**src/status_move_consts.svh**
```systemverilog
// Constants for the floating-point status move unit.
`ifndef STATUS_MOVE_CONSTS_SVH
`define STATUS_MOVE_CONSTS_SVH

// Opcodes.
`define SMV_PRIMARY_FLOAT   6'h3F
`define SMV_XO_READ         10'h247
`define SMV_XO_TO_COND      10'h040
`define SMV_XO_FIELDS       10'h2C7
`define SMV_XO_IMM          10'h086
`define SMV_XO_BIT_SET      10'h026
`define SMV_XO_BIT_CLR      10'h046
`define SMV_XO_ROUND_SINGLE 10'h00C

// Status bit positions, bit 0 being the most significant.
`define SMV_EXC_SUM   0
`define SMV_ENA_SUM   1
`define SMV_INV_SUM   2
`define SMV_OVF       3
`define SMV_UNF       4
`define SMV_ZDIV      5
`define SMV_INEXACT   6
`define SMV_INV_EN    24
`define SMV_OVF_EN    25
`define SMV_UNF_EN    26
`define SMV_ZDIV_EN   27
`define SMV_INEXACT_EN 28

// Bit masks over the status word, reset value and the all-ones high half of the read result.
`define SMV_RESERVED_MASK 32'h0000_0F04
`define SMV_EXC_MASK      32'h1FF8_0000
`define SMV_INV_MASK      32'h01F8_0000
`define SMV_FSC_RESET     32'h0000_0000
`define SMV_QNAN_HIGH     32'hFFFF_FFFF

// Exception clear masks of the copy-to-condition operation, per selector.
`define SMV_CLR_SEL0 4'h9
`define SMV_CLR_SEL1 4'hF
`define SMV_CLR_SEL2 4'hF
`define SMV_CLR_SEL3 4'h8

// Exponent limits of the round-to-single classification.
`define SMV_EXP_UNF_LIMIT 11'h381
`define SMV_EXP_OVF_LOW   11'h47E
`define SMV_EXP_MAX       11'h7FF
`define SMV_EXP_NORM_LOW  11'h380
`define SMV_EXP_NORM_HIGH 11'h47F

// Cycles that floating-point operations are held after a synchronising write.
`define SMV_SYNC_HOLD_CYCLES 4'h2

`endif

```
**src/status_move_pkg.sv**
```systemverilog
// Types shared by the floating-point status move unit.
`default_nettype none
package status_move_pkg;

  typedef enum logic [2:0] {
    OP_NONE,
    OP_READ,
    OP_TO_COND,
    OP_FIELDS,
    OP_IMM,
    OP_BIT_SET,
    OP_BIT_CLR,
    OP_ROUND_SINGLE
  } op_t;

  typedef enum logic [3:0] {
    RS_NONE,
    RS_UNDERFLOW_DISABLED,
    RS_UNDERFLOW_ENABLED,
    RS_OVERFLOW_DISABLED,
    RS_OVERFLOW_ENABLED,
    RS_NORMAL,
    RS_ZERO,
    RS_INFINITY,
    RS_QUIET_NAN,
    RS_SIGNALING_NAN
  } rs_path_t;

  typedef struct packed {
    logic        we;
    logic [4:0]  idx;
    logic [0:63] data;
  } fr_write_t;

  typedef struct packed {
    logic        we;
    logic [0:31] data;
  } cr_write_t;

  typedef struct packed {
    logic [0:5] primary;
    logic [0:4] tgt;
    logic [0:2] bf;
    logic [0:2] bfa;
    logic [0:3] imm;
    logic [0:7] mask;
    logic [0:9] xo;
    logic       record;
  } insn_fields_t;

  typedef struct packed {
    logic [0:31] fsc;
    fr_write_t   fr;
    cr_write_t   cr;
    logic        rs_valid;
    rs_path_t    rs_path;
    logic        hold;
    logic [3:0]  hold_cnt;
    logic        done;
    logic        illegal;
  } state_t;

endpackage
`default_nettype wire

```
**src/field_insert.sv**
```systemverilog
// Replaces one field of a word made of equal fields.
`default_nettype none
module field_insert #(
  parameter int FW = 4,
  parameter int NF = 8
) (
  // Word and field.
  input  wire logic [0:FW*NF-1]      i_word,
  input  wire logic [$clog2(NF)-1:0] i_idx,
  input  wire logic [0:FW-1]         i_field,
  // Result.
  output logic      [0:FW*NF-1]      o_word
);

  always_comb
  begin
    o_word = i_word;
    o_word[i_idx*FW +: FW] = i_field;
  end

endmodule
`default_nettype wire

```
**src/round_single_classifier.sv**
```systemverilog
// Picks the round-to-single path for a double-precision operand.
`default_nettype none
`include "status_move_consts.svh"
module round_single_classifier
  import status_move_pkg::*;
(
  // Operand and enables.
  input  wire logic [0:63] i_operand,
  input  wire logic        i_underflow_enable,
  input  wire logic        i_overflow_enable,
  // Chosen path.
  output rs_path_t         o_path
);

  logic [0:10] exp;
  logic [0:51] frac;
  logic        mag_zero;

  assign exp      = i_operand[1:11];
  assign frac     = i_operand[12:63];
  assign mag_zero = (i_operand[1:63] == 63'h0);

  always_comb
  begin
    if (exp < `SMV_EXP_UNF_LIMIT && !mag_zero)
    begin
      o_path = i_underflow_enable ? RS_UNDERFLOW_ENABLED : RS_UNDERFLOW_DISABLED; // RULE15
    end
    else if (exp > `SMV_EXP_OVF_LOW && exp < `SMV_EXP_MAX)
    begin
      o_path = i_overflow_enable ? RS_OVERFLOW_ENABLED : RS_OVERFLOW_DISABLED; // RULE16
    end
    else if (exp > `SMV_EXP_NORM_LOW && exp < `SMV_EXP_NORM_HIGH)
    begin
      o_path = RS_NORMAL; // RULE17
    end
    else if (mag_zero)
    begin
      o_path = RS_ZERO; // RULE18
    end
    else if (frac == 52'h0)
    begin
      o_path = RS_INFINITY; // RULE19
    end
    else if (frac[0])
    begin
      o_path = RS_QUIET_NAN; // RULE19
    end
    else
    begin
      o_path = RS_SIGNALING_NAN; // RULE19
    end
  end

endmodule
`default_nettype wire

```
**src/fp_status_move_unit.sv**
```systemverilog
// Execution unit for floating-point status moves and round-to-single classification.
//
// Behaviour
// RULE1 - Status read copies status into low half
// RULE2 - Status read fills high half with ones
// RULE3 - Record flag copies four summaries to field one
// RULE4 - Selected status field copied to chosen condition field
// RULE5 - Reserved status bits copy as zero
// RULE6 - Copied field's exception bits cleared per selector
// RULE7 - Field one undefined when recording elsewhere
// RULE8 - Masked write of operand low half into status
// RULE9 - Status writes hold off later float operations
// RULE10 - Enabled and invalid summaries always derived
// RULE11 - Field zero write sets summary, overflow explicitly
// RULE12 - Immediate nibble written into selected status field
// RULE13 - Bit set operation sets indexed status bit
// RULE14 - Bit clear operation clears indexed status bit
// RULE15 - Small nonzero exponent takes underflow path
// RULE16 - Large finite exponent takes overflow path
// RULE17 - Exponent in range takes normal path
// RULE18 - Signed zero takes zero path
// RULE19 - All-ones exponent classified by fraction
// RULE20 - Status bit zero is most significant
`default_nettype none
`include "status_move_consts.svh"
module fp_status_move_unit
  import status_move_pkg::*;
#(
  parameter logic [3:0] SYNC_HOLD = `SMV_SYNC_HOLD_CYCLES,
  parameter logic [9:0] RS_XO     = `SMV_XO_ROUND_SINGLE
) (
  // Clock and reset.
  input  wire logic        I_MCLK,
  input  wire logic        I_RESET_N,
  // Issued instruction and its operands.
  input  wire logic        I_INSN_VALID,
  input  wire logic [0:31] I_INSN,
  input  wire logic [0:63] I_OPERAND_B,
  input  wire logic [0:31] I_COND_REG,
  // Issue handshake.
  output logic             O_READY,
  output logic             O_FP_HOLD,
  output logic             O_DONE,
  output logic             O_ILLEGAL,
  // Results.
  output fr_write_t        O_FR_WRITE,
  output cr_write_t        O_CR_WRITE,
  output logic [0:31]      O_FLOAT_STATUS_CONTROL,
  output logic             O_RS_VALID,
  output rs_path_t         O_RS_PATH
);

  state_t       st_q;
  state_t       st_d;
  insn_fields_t f;
  op_t          op;
  logic         accept;
  logic [0:3]   sel_field;
  logic [0:3]   clr_mask;
  logic [0:31]  imm_word;
  logic [0:31]  cr_copy;
  logic [0:31]  operand_low;
  rs_path_t     rs_path;

  // Field extraction, bit 0 being the most significant bit of the word.
  assign f.primary = I_INSN[0:5];
  assign f.tgt     = I_INSN[6:10];
  assign f.bf      = I_INSN[6:8];
  assign f.bfa     = I_INSN[11:13];
  assign f.imm     = I_INSN[16:19];
  assign f.mask    = I_INSN[7:14];
  assign f.xo      = I_INSN[21:30];
  assign f.record  = I_INSN[31];

  assign operand_low = I_OPERAND_B[32:63];
  assign accept      = I_INSN_VALID && !st_q.hold;

  always_comb
  begin
    op = OP_NONE;
    if (f.primary == `SMV_PRIMARY_FLOAT)
    begin
      if (f.xo == `SMV_XO_READ)
      begin
        op = OP_READ;
      end
      else if (f.xo == `SMV_XO_TO_COND)
      begin
        op = OP_TO_COND;
      end
      else if (f.xo == `SMV_XO_FIELDS)
      begin
        op = OP_FIELDS;
      end
      else if (f.xo == `SMV_XO_IMM)
      begin
        op = OP_IMM;
      end
      else if (f.xo == `SMV_XO_BIT_SET)
      begin
        op = OP_BIT_SET;
      end
      else if (f.xo == `SMV_XO_BIT_CLR)
      begin
        op = OP_BIT_CLR;
      end
      else if (f.xo == RS_XO)
      begin
        op = OP_ROUND_SINGLE;
      end
    end
  end

  // The status word never holds reserved bits, and they are masked again on the way out.
  assign sel_field = st_q.fsc[{f.bfa, 2'b00} +: 4] & ~4'(`SMV_RESERVED_MASK >> (5'd28 - {f.bfa, 2'b00})); // RULE5

  always_comb
  begin
    case (f.bfa)
      3'h0:    clr_mask = `SMV_CLR_SEL0;
      3'h1:    clr_mask = `SMV_CLR_SEL1;
      3'h2:    clr_mask = `SMV_CLR_SEL2;
      3'h3:    clr_mask = `SMV_CLR_SEL3;
      default: clr_mask = 4'h0;
    endcase
  end

  field_insert #(
    .FW (4),
    .NF (8)
  ) u_cond_insert (
    .i_word  (I_COND_REG),
    .i_idx   (f.bf),
    .i_field (sel_field),
    .o_word  (cr_copy)
  ); // RULE4

  field_insert #(
    .FW (4),
    .NF (8)
  ) u_imm_insert (
    .i_word  (st_q.fsc),
    .i_idx   (f.bf),
    .i_field (f.imm),
    .o_word  (imm_word)
  ); // RULE12

  round_single_classifier u_classifier (
    .i_operand          (I_OPERAND_B),
    .i_underflow_enable (st_q.fsc[`SMV_UNF_EN]),
    .i_overflow_enable  (st_q.fsc[`SMV_OVF_EN]),
    .o_path             (rs_path)
  );

  always_comb
  begin
    logic [0:31] nxt;
    logic [0:31] cr_new;
    logic        fx_explicit;
    logic        sync_op;
    logic        vx;
    logic        enabled_exception_summary;
    nxt         = st_q.fsc;
    cr_new      = I_COND_REG;
    fx_explicit = 1'b0;
    sync_op     = 1'b0;
    vx          = 1'b0;
    enabled_exception_summary         = 1'b0;
    st_d          = st_q;
    st_d.fr.we    = 1'b0;
    st_d.cr.we    = 1'b0;
    st_d.rs_valid = 1'b0;
    st_d.done     = 1'b0;
    st_d.illegal  = 1'b0;
    if (st_q.hold_cnt != 4'h0)
    begin
      st_d.hold_cnt = st_q.hold_cnt - 4'h1;
    end
    if (accept)
    begin
      st_d.done = (op != OP_NONE);
      st_d.illegal = (op == OP_NONE);
      case (op)
        OP_READ:
        begin
          st_d.fr.we   = 1'b1;
          st_d.fr.idx  = f.tgt;
          st_d.fr.data = {`SMV_QNAN_HIGH, st_q.fsc}; // RULE1 RULE2
        end
        OP_TO_COND:
        begin
          cr_new = cr_copy; // RULE4
          nxt[{f.bfa, 2'b00} +: 4] = st_q.fsc[{f.bfa, 2'b00} +: 4] & ~clr_mask; // RULE6
          fx_explicit = 1'b1;
        end
        OP_FIELDS:
        begin
          sync_op = 1'b1;
          for (int n = 0; n < 8; n++)
          begin
            if (f.mask[n])
            begin
              nxt[4*n +: 4] = operand_low[4*n +: 4]; // RULE8
            end
          end
          if (f.mask[0])
          begin
            nxt[`SMV_EXC_SUM] = operand_low[`SMV_EXC_SUM]; // RULE11
            nxt[`SMV_OVF]     = operand_low[`SMV_OVF]; // RULE11
            fx_explicit       = 1'b1;
          end
        end
        OP_IMM:
        begin
          sync_op = 1'b1;
          nxt     = imm_word; // RULE12
          if (f.bf == 3'h0)
          begin
            fx_explicit = 1'b1; // RULE11
          end
        end
        OP_BIT_SET:
        begin
          sync_op = 1'b1;
          nxt[f.tgt] = 1'b1; // RULE13
          fx_explicit = (f.tgt == 5'h0);
        end
        OP_BIT_CLR:
        begin
          sync_op = 1'b1;
          nxt[f.tgt] = 1'b0; // RULE14
          fx_explicit = 1'b1;
        end
        OP_ROUND_SINGLE:
        begin
          st_d.rs_valid = 1'b1;
          st_d.rs_path  = rs_path; // RULE15 RULE16 RULE17 RULE18 RULE19
        end
        default:
        begin
          st_d.illegal = 1'b1;
        end
      endcase
      nxt = nxt & ~`SMV_RESERVED_MASK; // RULE5
      // A newly raised exception bit raises the exception summary unless it was written explicitly.
      if (!fx_explicit && ((nxt & ~st_q.fsc & `SMV_EXC_MASK) != 32'h0000_0000))
      begin
        nxt[`SMV_EXC_SUM] = 1'b1;
      end
      vx  = |(nxt & `SMV_INV_MASK);
      enabled_exception_summary = (vx && nxt[`SMV_INV_EN]) || (nxt[`SMV_OVF] && nxt[`SMV_OVF_EN]) ||
            (nxt[`SMV_UNF] && nxt[`SMV_UNF_EN]) || (nxt[`SMV_ZDIV] && nxt[`SMV_ZDIV_EN]) ||
            (nxt[`SMV_INEXACT] && nxt[`SMV_INEXACT_EN]);
      nxt[`SMV_INV_SUM] = vx; // RULE10
      nxt[`SMV_ENA_SUM] = enabled_exception_summary; // RULE10
      if (op != OP_NONE && op != OP_ROUND_SINGLE)
      begin
        st_d.fsc = nxt;
        // Field one is left undefined when recording to another field; it takes the record here.
        if (f.record && !(op == OP_TO_COND && f.bf == 3'h1))
        begin
          if (op == OP_READ)
          begin
            cr_new[4:7] = {st_q.fsc[0], st_q.fsc[1], st_q.fsc[2], st_q.fsc[3]}; // RULE3
          end
          else
          begin
            cr_new[4:7] = {nxt[0], nxt[1], nxt[2], nxt[3]}; // RULE3 RULE7
          end
        end
        st_d.cr.we   = f.record || (op == OP_TO_COND); // RULE3
        st_d.cr.data = cr_new;
      end
      if (sync_op)
      begin
        st_d.hold_cnt = SYNC_HOLD; // RULE9
      end
    end
    st_d.hold = (st_d.hold_cnt != 4'h0); // RULE9
  end

  always_ff @(posedge I_MCLK)
  begin
    if (!I_RESET_N)
    begin
      st_q     <= '0;
      st_q.fsc <= `SMV_FSC_RESET; // RULE20
    end
    else
    begin
      st_q <= st_d;
    end
  end

  assign O_READY                = !st_q.hold;
  assign O_FP_HOLD              = st_q.hold;
  assign O_DONE                 = st_q.done;
  assign O_ILLEGAL              = st_q.illegal;
  assign O_FR_WRITE             = st_q.fr;
  assign O_CR_WRITE             = st_q.cr;
  assign O_FLOAT_STATUS_CONTROL = st_q.fsc;
  assign O_RS_VALID             = st_q.rs_valid;
  assign O_RS_PATH              = st_q.rs_path;

endmodule
`default_nettype wire

```
**config.mk**
```make
export PLATFORM = sky130hd
export DESIGN_NAME = fp_status_move_unit
export DESIGN_NICKNAME = d
export VERILOG_FILES = /design/src/status_move_pkg.sv /design/src/field_insert.sv /design/src/round_single_classifier.sv /design/src/fp_status_move_unit.sv
export VERILOG_INCLUDE_DIRS = /design/src
export SDC_FILE = /design/constraint.sdc
export NUM_CORES = 1
export LEC_CHECK = 0
export BUFFER_PORTS_ARGS = -buffer_cell sky130_fd_sc_hd__buf_2
export CORE_MARGIN = 2
export CORE_UTILIZATION = 52
export CTS_CLUSTER_DIAMETER = 100
export DETAILED_ROUTE_END_ITERATION = 7
export PLACE_DENSITY = 0.88
export SLEW_MARGIN = 20
export SYNTH_ARGS = -nofsm -noshare
export SYNTH_HDL_FRONTEND = slang
export SYNTH_SLANG_ARGS = --single-unit
export TNS_END_PERCENT = 50
```
**constraint.sdc**
```tcl
create_clock -name I_MCLK -period 4.8 [get_ports I_MCLK]
set_clock_uncertainty 0.2 [all_clocks]
set_input_delay 0.96 -clock I_MCLK [delete_from_list [all_inputs] [get_ports I_MCLK]]
set_output_delay 0.96 -clock I_MCLK [all_outputs]
set_load 0.03 [all_outputs]
```
==> run_results.csv <==
group,metric,value,unit
outcome,run_status,"completed",
timing,setup_viol_count_final,0,
worst_setup_path,r2r-start,"O_FLOAT_STATUS_CONTROL[6]$_SDFFE_PN0P_",
clock_network,cts.path.max_buffers,2,
timing,timing.setup.tns,0,ns
cells_and_area,instances_no_fill,1502,
placed_design,place.detailed.hpwl,24700,um
worst_setup_path,worst_setup_path_startpoint,"I_INSN[21]",
power_and_ir_drop,power.static_leakage,0.00384,uW
cells_and_area,layout.cells.most_common_list,"sky130_fd_sc_hd__buf_2, sky130_fd_sc_hd__nand2_1, sky130_fd_sc_hd__a21oi_1",
cells_and_area,post-route-util,58.9,%
synth,synthFlopType,"sky130_fd_sc_hd__dfxtp_1",
worst_setup_path,path_cells,"buf_2 -> or4_4 -> or4_4 -> a21o_1 -> a21o_1 -> nor2_2 -> a31oi_1 -> nor4_1 -> and4b_4 -> o211ai_1 -> o2bb2ai_1",
synth,syn_area,8360,um2
synth,synth.yosys.seq_area_share,25.4,%
detailed_routing,drtIter0Drc,1008,
placed_design,gp_congestion,1.04,
die,num_io_pins,275,
power_and_ir_drop,fin_total_pwr,1980,uW
global_routing,grt_overflow,0,
detailed_routing,routed-via-count,9276,
die,die_width,131,um
timing,timing.slew.headroom,37.1,%
timing,worstMarginPinSlew,0.935,ns
die,core-area,15800,um2
synth,postSynth.asyncResetShare,0,%
cells_and_area,num-nets-final,1412,
detailed_routing,route.antenna.remaining_nets,0,
synth,synth_seq_cells,106,
global_routing,grt_antenna_before_repair,0,
worst_setup_path,worstPathArrival,4.29,ns
timing,timing.fmax,0.236,GHz
timing,grt_setup_unrepaired,"no",
min_path,min_from,"O_FR_WRITE[3]$_SDFFE_PN0P_",
synth,post_synth_inst_count,1158,
placed_design,placement.io_buffers,261,
clock_network,insertion_delay,0.37,ns
die,die_outline_height,131,um
worst_setup_path,max_stage_delay,0.56,ns
cells_and_area,drive_gt1_share,30.1,%
global_routing,grt_pass1_wl,47000,um
global_routing,grt_max_degree,65,
global_routing,grt_use_met1,47.5,%
clock_network,cts_tree,"yes",
worst_setup_path,critPathKind,"input pin to register",
timing,hold-worst-slack,0.252,ns
global_routing,globalRouteMet3Util,7.94,%
synth,synth.area.mux_share,5.70,%
synth,yosys.area_share.xor_xnor,0.314,%
synth,post_synth.cell_area_avg,7.22,um2
synth,synth_compound_gate_area_share,25.5,%
die,core.rowCount,46,
global_routing,grt_most_used_layer,"met2",
clock_network,ctsRootBufferMaster,"sky130_fd_sc_hd__clkbuf_16",
cells_and_area,area_delta_synth_final,11.4,%
cells_and_area,final_common_cell,"sky130_fd_sc_hd__buf_2",
synth,post_synth_fa_ha_maj_area_fraction,0.150,%
global_routing,vias_in_the_first_global_route,8163,
detailed_routing,drt_pre_antenna_iters,6,
timing,final-hold-violation-count,0,
clock_network,h-tree-depth,3,
timing,finalCritPeriodShare,88.2,%
run,max-cap-violations,0,
die,dieArea,17100,um2
power_and_ir_drop,power_density,212,nW/um2
synth,netlist-cell-type-count,100,
clock_network,postCtsSetupRepairBufs,0,
detailed_routing,drt-total-wl,32400,um
clock_network,post_cts.resized_instances,0,
worst_setup_path,crit_path_top_delay_cell,"sky130_fd_sc_hd__or4_4",
timing,final.min_clock_period,4.23,ns
detailed_routing,detail_route.drc_violations,0,
synth,synth_warn,0,
worst_setup_path,worst_setup_path_start_kind,"input pin",
worst_setup_path,critPathCaptureType,"register",
clock_network,cts_sinks,106,
clock_network,hold_fix_buffer_count_after_cts,0,
power_and_ir_drop,irDropWorstVdd,0.263,mV
placed_design,place.detailed.instances,1485,
global_routing,grtUsageMet2,58.8,%
worst_setup_path,worst-endpoint-required,4.85,ns
synth,synth-edff-count,0,
clock_network,clk_transition_reported_paths,0.07,ns
timing,number_of_pins_exceeding_their_max_slew_limit_in_the_final_report,0,
synth,synth_top_family_by_area,"simple AND/OR/NAND/NOR gates",
global_routing,groute.usage.overall,36.6,%
die,start_util,52.8,%
min_path,type_of_the_most_critical_hold_path,"register to register",
clock_network,cts_buffers,9,
synth,synth_simple_gate_area_share,25.9,%
detailed_routing,wire_per_inst,21.6,um
worst_setup_path,worstPathMaxFanout,9,
detailed_routing,route.detailed.vias_per_inst,6.18,
per-layer routing:
| metal | up-vias | routed length (um) |
|---|---|---|
| li1 | 4263 | - |
| met1 | 4279 | 12800 |
| met2 | 645 | 14400 |
| met3 | 89 | 3750 |
| met4 | 0 | 1420 |
| met5 | - | 0 |
kinds of logic (layout without fill, tap and decap cells):
family	Yosys count	in the layout
DFF	106	106
AOI/OAI and AO/OA	326	326
xor gates and xnor gates	3	3
adders and majority gates	1	1
muxes	42	42
other	1	11
buffers and inverters	223	341
and+or+nand+nor	456	456
power breakdown:
group          leakage (uW)  internal (uW)  switching, uW  total, uW
Sequential         0.000855            896           17.1        913
Combinational       0.00285            119            222        341
Clock              0.000141            371            353        725
Total               0.00384           1390            592       1980
final cells by class:
cell class,instances,area (um2)
clock inverters,6,50.0
multi-input cells,838,4860
diodes,1,2.50
clock buffers,10,239
flip-flops and latches,106,2120
fillers,1503,6510
inverters,10,37.5
well taps,216,270
repair buffers,315,1740
synth_stat cells (6+ instances only):
cell	count	area, um2
sky130_fd_sc_hd__nor3_1	17	85.1
sky130_fd_sc_hd__nor3b_1	7	52.6
sky130_fd_sc_hd__o31ai_1	9	67.6
sky130_fd_sc_hd__mux2i_1	33	330
sky130_fd_sc_hd__or3_1	7	43.8
sky130_fd_sc_hd__buf_4	144	1080
sky130_fd_sc_hd__nand4_1	18	113
sky130_fd_sc_hd__nor2_1	125	469
sky130_fd_sc_hd__nand2b_1	7	43.8
sky130_fd_sc_hd__inv_1	9	33.8
sky130_fd_sc_hd__nor4_1	24	150
sky130_fd_sc_hd__a31oi_1	9	56.3
sky130_fd_sc_hd__buf_1	6	22.5
sky130_fd_sc_hd__a211oi_1	9	67.6
sky130_fd_sc_hd__a21oi_1	135	676
sky130_fd_sc_hd__o21ai_0	60	300
sky130_fd_sc_hd__buf_2	9	45.0
sky130_fd_sc_hd__nand2_1	160	601
sky130_fd_sc_hd__and2_1	6	37.5
sky130_fd_sc_hd__clkbuf_1	48	180
sky130_fd_sc_hd__dfxtp_1	106	2120
sky130_fd_sc_hd__o211ai_1	6	45.0
sky130_fd_sc_hd__nand3_1	39	195
registers in the layout, summed over array words and instances (netlist names), named ones only:
| signal | flops |
|---|---|
| O_FR_WRITE | 34 |
| O_CR_WRITE | 33 |
| O_FLOAT_STATUS_CONTROL | 18 |
| O_RS_PATH | 4 |
| st_q | 4 |
| O_DONE | 1 |
| O_FP_HOLD | 1 |
| O_ILLEGAL | 1 |
| O_RS_VALID | 1 |
path summary, 6_finish.rpt:
check / to / slack (ns) / cells after the start
max: O_CR_WRITE[26]$_SDFFE_PN0P_ / 0.57 / 11
min: O_FR_WRITE[3]$_SDFFE_PN0P_ / 0.25 / 2
max reg2reg: O_FLOAT_STATUS_CONTROL[1]$_SDFFE_PN0P_ / 2.21 / 9
min reg2reg: O_FR_WRITE[3]$_SDFFE_PN0P_ / 0.25 / 2
per-stage QoR:
| step | area (um2) | setup slack, ns |
|---|---|---|
| floorplan | 8400 | 0.836 |
| global route | 9310 | 0.424 |
| global placement | 9020 | 0.277 |
| detailed placement | 9020 | 0.241 |
| CTS | 9310 | 0.644 |
| finish | 9320 | 0.567 |
worst max-delay path: cells and delay by family:
| kind | cells | cell delay [ns] |
|---|---|---|
| simple gates | 5 | 2.10 |
| compound gates | 5 | 1.11 |
| buf+inv | 1 | 0.11 |
Power figures use the tool's default switching activity.
